`src/timer16_pkg.sv`:
```
// Constants for the 16-bit timer core with its byte-wide register window.
// Assumes a single AHB-Lite master and one 25 MHz system clock.
//
// Overview of operation
// - Timer stays frozen while the power-off bit is one; runs once cleared.
// - Counter, compare and capture values are 16 bits, reached byte-wise.
// - Control registers A and B are 8 bits with plain reads and writes; C holds strobes and reads zero.
// - Every request shows in the flag register and is gated by a mask bit.
// - Tick comes from prescaler or external pin edge; none selected, no count.
// - Buffered compare values checked continuously; match sets flag, drives wave.
// - Qualifying capture-pin edge copies counter; optional filter kills spikes.
// - Top is FFFF, 00FF, 01FF, 03FF, compare value A or capture value, by mode.
// - Compare A as PWM top gives no PWM on channel A, top stays buffered.
// - Zero is bottom and FFFF is maximum for limit events.
// - One shared 8-bit high-byte latch serves all 16-bit registers.
// - Low-byte access does the 16-bit transfer; high-byte access hits latch, except compare reads.
// - Low-byte write loads latch and written byte together in one cycle.
// - Low-byte read copies the high byte into the latch in the same cycle.
// - Compare reads return both bytes directly and leave the latch alone.
// - A counter write beats any clear or count in the same cycle.
// - Capture value takes writes only in modes using it as top.
// - Capture flag sets in the same cycle as the capture copy.

`default_nettype none

package timer16_pkg;
    // ------------------------------------------------------------
    // Register byte addresses, one word each, data in bits 7:0
    // ------------------------------------------------------------
    localparam logic [7:0] A_CNT_L = 8'h00;
    localparam logic [7:0] A_CNT_H = 8'h04;
    localparam logic [7:0] A_CMPA_L = 8'h08;
    localparam logic [7:0] A_CMPA_H = 8'h0C;
    localparam logic [7:0] A_CMPB_L = 8'h10;
    localparam logic [7:0] A_CMPB_H = 8'h14;
    localparam logic [7:0] A_CAP_L = 8'h18;
    localparam logic [7:0] A_CAP_H = 8'h1C;
    localparam logic [7:0] A_CTL_A = 8'h20;
    localparam logic [7:0] A_CTL_B = 8'h24;
    localparam logic [7:0] A_CTL_C = 8'h28;
    localparam logic [7:0] A_FLAG = 8'h2C;
    localparam logic [7:0] A_MASK = 8'h30;
    localparam logic [7:0] A_PWR = 8'h34;

    // ------------------------------------------------------------
    // Field positions
    // ------------------------------------------------------------
    localparam int CS_LSB = 0;      // control_reg_b [2:0] clock select
    localparam int WGM_HI_LSB = 3;  // control_reg_b [4:3] mode bits 3:2
    localparam int EDGE_BIT = 6;    // control_reg_b capture edge, 1 = rise
    localparam int FILT_BIT = 7;    // control_reg_b capture filter on
    localparam int WGM_LO_LSB = 0;  // control_reg_a [1:0] mode bits 1:0
    localparam int OUTB_LSB = 4;    // control_reg_a [5:4] channel B out
    localparam int OUTA_LSB = 6;    // control_reg_a [7:6] channel A out
    localparam int FORCE_B = 6;     // control_reg_c strobe
    localparam int FORCE_A = 7;     // control_reg_c strobe
    localparam int F_OVF = 0;
    localparam int F_MA = 1;
    localparam int F_MB = 2;
    localparam int F_CAP = 3;
    localparam int PWR_BIT = 0;

    // ------------------------------------------------------------
    // Values and reset states
    // ------------------------------------------------------------
    localparam logic [15:0] BOTTOM = 16'h0000;
    localparam logic [15:0] MAX = 16'hFFFF;
    localparam logic [15:0] TOP_8 = 16'h00FF;
    localparam logic [15:0] TOP_9 = 16'h01FF;
    localparam logic [15:0] TOP_10 = 16'h03FF;
    localparam logic PWR_RST = 1'b0;
    localparam logic [7:0] CTL_RST = 8'h00;
    localparam int FILT_SAMPLES = 4;
    localparam int PSC_W = 10;
endpackage : timer16_pkg

`default_nettype wire

```
`src/timer16_core.sv`:
```
// 16-bit timer/counter with byte-wide registers behind an AHB-Lite slave.
// Assumes one master, single word transfers, and asynchronous pin inputs.

`default_nettype none

module timer16_core (
    // Clock, reset, enable
    input wire logic I_CLK,
    input wire logic I_RST_N,
    input wire logic I_CE,
    // AHB-Lite slave
    input wire logic I_HSEL,
    input wire logic [31:0] I_HADDR,
    input wire logic [1:0] I_HTRANS,
    input wire logic I_HWRITE,
    input wire logic [2:0] I_HSIZE,
    input wire logic [31:0] I_HWDATA,
    input wire logic I_HREADY,
    output logic O_HREADYOUT,
    output logic [31:0] O_HRDATA,
    output logic O_HRESP,
    // Pins
    input wire logic I_EXT_COUNT_PIN,
    input wire logic I_CAPTURE_PIN,
    output logic O_WAVE_OUT_A,
    output logic O_WAVE_OUT_B,
    // Gated requests: overflow, match A, match B, capture
    output logic [3:0] O_IRQ
);
    typedef struct packed {
        // 16-bit values, reached only through the byte window
        logic [15:0] count, cmp_a_buf, cmp_a, cmp_b_buf, cmp_b, cap;
        logic [7:0] latch, ctl_a, ctl_b, rdata, wr_addr, rd_addr;
        logic [3:0] flags, mask, irq, hist;
        logic [timer16_pkg::PSC_W-1:0] psc;
        logic pwr_off, down, blk, ext_s1, ext_s2, ext_prev;
        logic cap_s1, cap_s2, cap_lvl, cap_prev;
        logic wave_a, wave_b, wr_pend, rd_pend, hready;
    } state_t;

    localparam state_t RST_S = '{
        default: '0,
        ctl_a: timer16_pkg::CTL_RST,
        ctl_b: timer16_pkg::CTL_RST,
        pwr_off: timer16_pkg::PWR_RST,
        hready: 1'b1
    };

    // ------------------------------------------------------------
    // Helpers
    // ------------------------------------------------------------
    function automatic logic tick_of(input logic [2:0] cs,
            input logic [timer16_pkg::PSC_W-1:0] p,
            input logic e, input logic ep);
        unique case (cs)
            3'h0: tick_of = 1'b0;
            3'h1: tick_of = 1'b1;
            3'h2: tick_of = &p[2:0];
            3'h3: tick_of = &p[5:0];
            3'h4: tick_of = &p[7:0];
            3'h5: tick_of = &p[9:0];
            3'h6: tick_of = ep & ~e;
            3'h7: tick_of = ~ep & e;
        endcase
    endfunction : tick_of

    function automatic logic [15:0] top_of(input logic [3:0] m,
            input logic [15:0] a, input logic [15:0] c);
        unique case (m)
            4'h1, 4'h5: top_of = timer16_pkg::TOP_8;
            4'h2, 4'h6: top_of = timer16_pkg::TOP_9;
            4'h3, 4'h7: top_of = timer16_pkg::TOP_10;
            4'h4, 4'h9, 4'hB, 4'hF: top_of = a;
            4'h8, 4'hA, 4'hC, 4'hE: top_of = c;
            4'h0, 4'hD: top_of = timer16_pkg::MAX;
        endcase
    endfunction : top_of

    state_t s;
    state_t next_s;
    logic [3:0] mode;
    logic pwm, dual, icr_top, a_top, run, tick;
    logic [15:0] top;
    logic match_a, match_b, cap_ev, at_top, accept;
    logic [7:0] wd;

    assign mode = {s.ctl_b[timer16_pkg::WGM_HI_LSB +: 2],
                   s.ctl_a[timer16_pkg::WGM_LO_LSB +: 2]};
    assign pwm = !(mode == 4'h0 || mode == 4'h4 || mode == 4'hC);
    assign dual = (mode inside {4'h1, 4'h2, 4'h3, 4'h8, 4'h9, 4'hA, 4'hB});
    assign icr_top = (mode inside {4'h8, 4'hA, 4'hC, 4'hE});
    assign a_top = (mode inside {4'h4, 4'h9, 4'hB, 4'hF});
    assign run = !s.pwr_off;
    assign tick = run && tick_of(s.ctl_b[timer16_pkg::CS_LSB +: 3], s.psc,
                                 s.ext_s2, s.ext_prev);
    assign top = top_of(mode, s.cmp_a, s.cap);
    assign at_top = (s.count == top);
    // continuous compare; match on the first tick after a counter write is blocked
    assign match_a = tick && !s.blk && s.count == s.cmp_a;
    assign match_b = tick && !s.blk && s.count == s.cmp_b;
    // capture edge, off in modes where the capture value is top
    assign cap_ev = run && !icr_top && (s.cap_lvl != s.cap_prev) &&
                    (s.cap_lvl == s.ctl_b[timer16_pkg::EDGE_BIT]);
    assign accept = I_HSEL && I_HTRANS[1] && I_HREADY;
    assign wd = I_HWDATA[7:0];

    // ------------------------------------------------------------
    // Next state
    // ------------------------------------------------------------
    always_comb begin
        next_s = s;
        // Pin synchronisers and prescaler
        next_s.ext_s1 = I_EXT_COUNT_PIN;
        next_s.ext_s2 = s.ext_s1;
        next_s.ext_prev = s.ext_s2;
        next_s.cap_s1 = I_CAPTURE_PIN;
        next_s.cap_s2 = s.cap_s1;
        next_s.cap_prev = s.cap_lvl;
        next_s.hist = {s.hist[2:0], s.cap_s2};
        next_s.psc = run ? s.psc + 1'b1 : '0;
        // four equal samples needed when the filter is on
        if (!s.ctl_b[timer16_pkg::FILT_BIT]) begin
            next_s.cap_lvl = s.cap_s2;
        end else if (s.hist == {timer16_pkg::FILT_SAMPLES{~s.cap_lvl}}) begin
            next_s.cap_lvl = ~s.cap_lvl;
        end

        // Buffered compare values load at top in PWM modes, every cycle otherwise
        // in PWM, top from compare A changes only at the period boundary
        if (!pwm || (tick && at_top)) begin
            next_s.cmp_a = s.cmp_a_buf;
            next_s.cmp_b = s.cmp_b_buf;
        end

        // Counting
        if (tick) begin
            next_s.blk = 1'b0;
            if (dual) begin
                if (!s.down) begin
                    if (at_top) begin
                        next_s.down = 1'b1;
                        next_s.count = s.count - 1'b1;
                    end else begin
                        next_s.count = s.count + 1'b1;
                    end
                end else if (s.count == timer16_pkg::BOTTOM) begin
                    next_s.down = 1'b0;
                    next_s.count = s.count + 1'b1;
                    next_s.flags[timer16_pkg::F_OVF] = 1'b1;
                end else begin
                    next_s.count = s.count - 1'b1;
                end
            end else if (at_top) begin
                next_s.count = timer16_pkg::BOTTOM;
                // overflow at max, or at top in PWM
                if (pwm || s.count == timer16_pkg::MAX) begin
                    next_s.flags[timer16_pkg::F_OVF] = 1'b1;
                end
            end else begin
                next_s.count = s.count + 1'b1;
            end
        end

        // match drives the wave outputs; none on A when A is PWM top
        if (match_a && s.ctl_a[timer16_pkg::OUTA_LSB +: 2] != 2'h0 &&
                !(pwm && a_top)) begin
            next_s.wave_a = ~s.wave_a;
        end
        if (match_b && s.ctl_a[timer16_pkg::OUTB_LSB +: 2] != 2'h0) begin
            next_s.wave_b = ~s.wave_b;
        end

        if (cap_ev) begin
            next_s.cap = s.count;
        end

        // ------------------------------------------------------------
        // Register writes, data phase
        // ------------------------------------------------------------
        if (s.wr_pend) begin
            unique case (s.wr_addr)
                // high-byte writes only reach the latch
                // relies on the high byte arriving first
                timer16_pkg::A_CNT_H, timer16_pkg::A_CMPA_H,
                timer16_pkg::A_CMPB_H, timer16_pkg::A_CAP_H:
                    next_s.latch = wd;
                // low byte write loads both bytes at once
                // overrides any count in this cycle
                timer16_pkg::A_CNT_L: begin
                    next_s.count = {s.latch, wd};
                    next_s.blk = 1'b1;
                end
                timer16_pkg::A_CMPA_L: next_s.cmp_a_buf = {s.latch, wd};
                timer16_pkg::A_CMPB_L: next_s.cmp_b_buf = {s.latch, wd};
                // capture value writable only when it is top
                timer16_pkg::A_CAP_L: begin
                    if (icr_top) begin
                        next_s.cap = {s.latch, wd};
                    end
                end
                timer16_pkg::A_CTL_A: next_s.ctl_a = wd;
                timer16_pkg::A_CTL_B: next_s.ctl_b = wd;
                timer16_pkg::A_CTL_C: begin
                    if (wd[timer16_pkg::FORCE_A] && !(pwm && a_top)) begin
                        next_s.wave_a = ~s.wave_a;
                    end
                    if (wd[timer16_pkg::FORCE_B]) begin
                        next_s.wave_b = ~s.wave_b;
                    end
                end
                timer16_pkg::A_FLAG: next_s.flags = s.flags & ~wd[3:0];
                timer16_pkg::A_MASK: next_s.mask = wd[3:0];
                timer16_pkg::A_PWR: next_s.pwr_off = wd[timer16_pkg::PWR_BIT];
                default: ;
            endcase
        end

        // Match and capture flags set after the clear so a same-cycle event wins
        if (match_a) begin
            next_s.flags[timer16_pkg::F_MA] = 1'b1;
        end
        if (match_b) begin
            next_s.flags[timer16_pkg::F_MB] = 1'b1;
        end
        if (cap_ev) begin
            next_s.flags[timer16_pkg::F_CAP] = 1'b1;
        end
        next_s.irq = next_s.flags & next_s.mask;

        // ------------------------------------------------------------
        // Reads: one wait state, data and side effects at the commit
        // ------------------------------------------------------------
        next_s.hready = 1'b1;
        next_s.wr_pend = 1'b0;
        if (s.rd_pend) begin
            next_s.rd_pend = 1'b0;
            unique case (s.rd_addr)
                // low read copies the high byte into the latch
                timer16_pkg::A_CNT_L: begin
                    next_s.rdata = s.count[7:0];
                    next_s.latch = s.count[15:8];
                end
                timer16_pkg::A_CAP_L: begin
                    next_s.rdata = s.cap[7:0];
                    next_s.latch = s.cap[15:8];
                end
                // one latch for both high locations; order assumed
                timer16_pkg::A_CNT_H, timer16_pkg::A_CAP_H:
                    next_s.rdata = s.latch;
                timer16_pkg::A_CMPA_L: next_s.rdata = s.cmp_a_buf[7:0];
                timer16_pkg::A_CMPA_H: next_s.rdata = s.cmp_a_buf[15:8];
                timer16_pkg::A_CMPB_L: next_s.rdata = s.cmp_b_buf[7:0];
                timer16_pkg::A_CMPB_H: next_s.rdata = s.cmp_b_buf[15:8];
                timer16_pkg::A_CTL_A: next_s.rdata = s.ctl_a;
                timer16_pkg::A_CTL_B: next_s.rdata = s.ctl_b;
                timer16_pkg::A_FLAG: next_s.rdata = {4'h0, s.flags};
                timer16_pkg::A_MASK: next_s.rdata = {4'h0, s.mask};
                timer16_pkg::A_PWR: next_s.rdata = {7'h00, s.pwr_off};
                default: next_s.rdata = 8'h00;
            endcase
        end
        if (accept) begin
            if (I_HWRITE) begin
                next_s.wr_pend = 1'b1;
                next_s.wr_addr = I_HADDR[7:0];
            end else begin
                next_s.rd_pend = 1'b1;
                next_s.rd_addr = I_HADDR[7:0];
                next_s.hready = 1'b0;
            end
        end
    end

    // all value registers and the latch clear on reset
    always_ff @(posedge I_CLK or negedge I_RST_N) begin
        if (!I_RST_N) begin
            s <= RST_S;
        end else if (I_CE) begin
            s <= next_s;
        end
    end

    assign O_HREADYOUT = s.hready;
    assign O_HRDATA = {24'h000000, s.rdata};
    assign O_HRESP = 1'b0;
    assign O_WAVE_OUT_A = s.wave_a;
    assign O_WAVE_OUT_B = s.wave_b;
    assign O_IRQ = s.irq;

    logic wr_cnt_l, rd_cnt_l, rd_cmp, wr_cap_l;
    assign wr_cnt_l = s.wr_pend && s.wr_addr == timer16_pkg::A_CNT_L;
    assign rd_cnt_l = s.rd_pend && s.rd_addr == timer16_pkg::A_CNT_L;
    assign rd_cmp = s.rd_pend && (s.rd_addr inside {timer16_pkg::A_CMPA_L,
        timer16_pkg::A_CMPA_H, timer16_pkg::A_CMPB_L, timer16_pkg::A_CMPB_H});
    assign wr_cap_l = s.wr_pend && s.wr_addr == timer16_pkg::A_CAP_L;
endmodule : timer16_core

`default_nettype wire

```
`config.mk`:
```
export PLATFORM = sky130hd
export DESIGN_NAME = timer16_core
export DESIGN_NICKNAME = d
export VERILOG_FILES = /design/src/timer16_pkg.sv /design/src/timer16_core.sv
export SDC_FILE = /design/constraint.sdc
export NUM_CORES = 1
export LEC_CHECK = 0
export BUFFER_PORTS_ARGS = -buffer_cell sky130_fd_sc_hd__buf_2
export CAP_MARGIN = 20
export CORE_MARGIN = 3
export CORE_UTILIZATION = 29
export CTS_BUF_LIST = sky130_fd_sc_hd__clkbuf_8
export DETAILED_ROUTE_END_ITERATION = 6
export GPL_TIMING_DRIVEN = 0
export PLACE_DENSITY = 0.48
export SKIP_CTS_REPAIR_TIMING = 1
export SYNTH_ARGS = -nofsm -noshare
export SYNTH_HDL_FRONTEND = slang
export SYNTH_SLANG_ARGS = --single-unit
```
`constraint.sdc`:
```
create_clock -name I_CLK -period 2.7 [get_ports I_CLK]
set_input_delay 0.54 -clock I_CLK [delete_from_list [all_inputs] [get_ports I_CLK]]
set_output_delay 0.54 -clock I_CLK [all_outputs]
set_load 0.05 [all_outputs]
```
==> impl_metrics.csv <==
group,metric,value,unit
floorplanning,rows,70,
place,dpl.hpwl,28.6,mm
critical_path,crit_chain,"buf_2 -> clkinvlp_4 -> o22ai_1 -> o41ai_2 -> o211ai_1 -> nor4b_4 -> and2_4 -> buf_12 -> a21oi_4 -> a222oi_1 -> o31ai_1",
grt,grt_pass1_vias,8909,
yosys,async_flop_share,100,%
place,dp_cells,1611,
grt,antenna_found_initial,1,
critical_path,reg2regPathDepth,11,
critical_path,rrSetupSlack,-0.40,ns
place,place.gp.congestion,0.855,
cells_and_area,final_common_cell,"dfrtp_1",
critical_path,cp_max_fo,10,
critical_path,r2r-end,"s[182]$_DFFE_PN0P_",
clock_tree,cts_tree,"built",
grt,grt_pass1_wl,58.7,mm
sta,timing.fmax,322,MHz
pwr,vdd_drop_max,0.000359,V
place,portBuffers,35,
sta,finalMaxSlewViolations,0,
floorplanning,start_util,29.5,%
drt,post_drt_via_cell_ratio,5.58,
pwr,powerDensity,688,nW/µm²
sta,fin_skew,0.0270,ns
yosys,yosys.area.top_type_share,42.7,%
critical_path,critical_path_required,3.08,ns
status,violations,"negative hold slack, negative setup slack",
yosys,yosysUniqueCellTypes,75,
clock_tree,insertion_delay,0.51,ns
drt,drtIter0Drc,901,
clock_tree,htreeDepth,4,
yosys,yosys-top-cells-area,"dfrtp_1 43%, mux2_2 12%, a21oi_1 2.8%, nor2_1 2.8%, buf_4 2.6%",
drt,firstDrtPassIters,6,
critical_path,worstSetupPathType,"flip-flop to flip-flop",
sta,tns,-16.74,ns
grt,gr-total-overflow,0,
yosys,synth_ff_type,"dfrtp_1",
critical_path,reg2reg_from,"s[169]$_DFFE_PN0P_",
yosys,synth_top_cell_by_area,"dfrtp_1",
sta,period_share,115,%
cells_and_area,final_cell_count_no_fill,1680,
sta,rsz0062_at_grt,"true",
status,status,"complete, but fails checks",
clock_tree,cts_root_buffer,"clkbuf_8",
yosys,syn-instance-count,1083,
yosys,synth_enable_flop_cells,0,
sta,holdWs,-0.0350,ns
floorplanning,die_width,199,µm
critical_path,arrival,3.48,ns
floorplanning,die_h,199,µm
clock_tree,cts_buffer_depth,2,
yosys,synth_warnings,0,
drt,vias,9381,
drt,ant_nets,0,
sta,period_needed,3.10,ns
sta,hold_viol,9,
floorplanning,num_io_pins,117,
drt,drc,0,
floorplanning,dieArea,39600,µm²
floorplanning,design.core.area,36600,µm²
sta,maxSlewHeadroom,30.1,%
cells_and_area,syn2layout_area_growth,20.0,%
pwr,p_leak,5.71,nW
clock_tree,clkSinkCount,185,
drt,wl_per_cell,23.5,µm
critical_path,cp_slowest_cell,"nor4b_4",
hold_path,hp-class,"primary input to async pin",
cells_and_area,multi_input_area,5910,µm²
yosys,synth-seq-cells,185,
grt,grt_usage,19.7,%
critical_path,critPathMaxStageDelay,0.41,ns
grt,grt_max_degree,112,
clock_tree,clk_pin_slew,0.12,ns
sta,worstMarginPinSlew,1.05,ns
cells_and_area,seqCellArea,4640,µm²
critical_path,crit_path_end_kind,"flip-flop",
critical_path,startpoint_type,"flip-flop",
clock_tree,cts_inserted_buffers,17,
sta,timing.final.ws_setup,-0.404,ns
yosys,yosysSeqAreaShare,42.9,%
yosys,syn-cell-area,10800,µm²
job,drv_cap,0,
cells_and_area,drive_gt1_share,31.5,%
cells_and_area,fin_nets,1279,
cells_and_area,most-common-layout-cells,"178 x dfrtp_1, 109 x mux2_2, 76 x buf_4",
yosys,avgSynthCellArea,9.97,µm²
pwr,total_power,8.91,mW
drt,wirelength,39.5,mm
cells_and_area,fillers,3775,
sta,setup-violations-final,51,
==> synthesized netlist by cell type, types with 3 or more instances <==
library cell and n:
clkbuf_1 49, a21o_1 5, a21oi_1 60, o31a_1 3, o311a_1 3, a22oi_1 20, nor2b_1 3, and2_1 7
buf_1 7, nand2b_1 14, nor2_1 80, buf_4 37, or4_1 4, a31oi_1 17, nand2_1 51, ha_1 4
mux2i_1 15, inv_1 20, o2bb2ai_1 7, a221oi_1 20, nor4_1 15, o21ai_0 37, a211oi_1 4, nand4_1 13
a221o_1 3, nand3b_1 8, nand3_1 32, nor3_1 25, dfrtp_1 184, and3_1 11, buf_2 10, mux2_2 113
o211ai_1 8, or3_1 6, nor3b_1 3, mux2_4 5, o21a_1 4, o22ai_1 42, and4_1 3, o31ai_1 15
xnor2_1 20, buf_6 8, a222oi_1 5, xor2_1 30, a22o_1 14
==> power by group <==
group	total (mW)	switching, mW	internal (mW)
clock	2.02	1.29	0.728
sequential	3.85	0.633	3.21
combinational	3.04	1.85	1.19
==> metal layers <==
metal,GRT usage [%],share of wire [%],vias to the layer above,wire length (µm)
met5,0,0,-,0
met3,2.66,5.2,61,2050
met4,5.10,2.4,0,946
li1,-,-,4223,-
met2,32.3,48,335,18800
met1,27.7,45,4762,17700
==> state kept, by name, indices dropped and copies added (netlist names) <==
| name | cells |
|---|---|
| s | 158 |
| O_HRDATA | 8 |
| next_s | 8 |
| O_IRQ | 4 |
| mode | 4 |
| O_HREADYOUT | 1 |
| O_WAVE_OUT_A | 1 |
| O_WAVE_OUT_B | 1 |
==> final cells by class <==
cell class	instances	area share, %
sequential	185	35.8
multi-input combinational	787	45.6
tap	468	4.52
timing repair buffer	79	4.62
antenna	1	0.0193
buffer	105	5.47
clock inverter	15	1.43
clock buffer	17	1.81
inverter	23	0.696
==> cells by family (layout without fill, tap and decap cells) <==
group                      Yosys count  count (layout)  synth area share, %
muxes                              134             134                 14.0
other                                1              26               0.0347
adders and majority gates            4               4                0.464
AOI/OAI and AO/OA                  290             290                 18.4
and+or+nand+nor                    284             284                 13.4
xor gates and xnor gates            50              50                 4.06
buffers and inverters              135             239                 6.81
DFF                                185             185                 42.9
==> worst max path at each step <==
stage	start	endpoint	cells past startpoint
after floorplan	mode[3]$_DFFE_PN0P_	s[116]$_DFFE_PN0P_	13
after CTS	s[15]$_DFFE_PN0P_	O_WAVE_OUT_A$_DFFE_PN0P_	11
after global routing	mode[1]$_DFFE_PN0P_	s[109]$_DFFE_PN0P_	10
final	s[169]$_DFFE_PN0P_	s[182]$_DFFE_PN0P_	11
after global placement	I_RST_N	s[48]$_DFFE_PN0P_	1
after detailed placement	s[15]$_DFFE_PN0P_	O_WAVE_OUT_A$_DFFE_PN0P_	11
==> stage by stage <==
| stage | utilization, % | instance area, µm² | worst slack, ns |
|---|---|---|---|
| 3_3_place_gp | 31.9 | 11700 | -2.28 |
| 3_5_place_dp | 32.0 | 11700 | -0.991 |
| 6_report | 35.4 | 13000 | -0.404 |
| 5_1_grt | 35.4 | 12900 | -0.447 |
| 4_1_cts | 33.1 | 12100 | -1.02 |
| 2_1_floorplan | - | 10900 | -0.0545 |
==> worst max-delay path: cells and delay by family (launching register included) <==
family | cells | cell delay, ns
buffers and inverters | 3 | 0.55
AOI/OAI and AO/OA | 6 | 1.29
DFF | 1 | 0.40
and+or+nand+nor | 2 | 0.74
No activity file was read; power rests on OpenSTA's default activity.
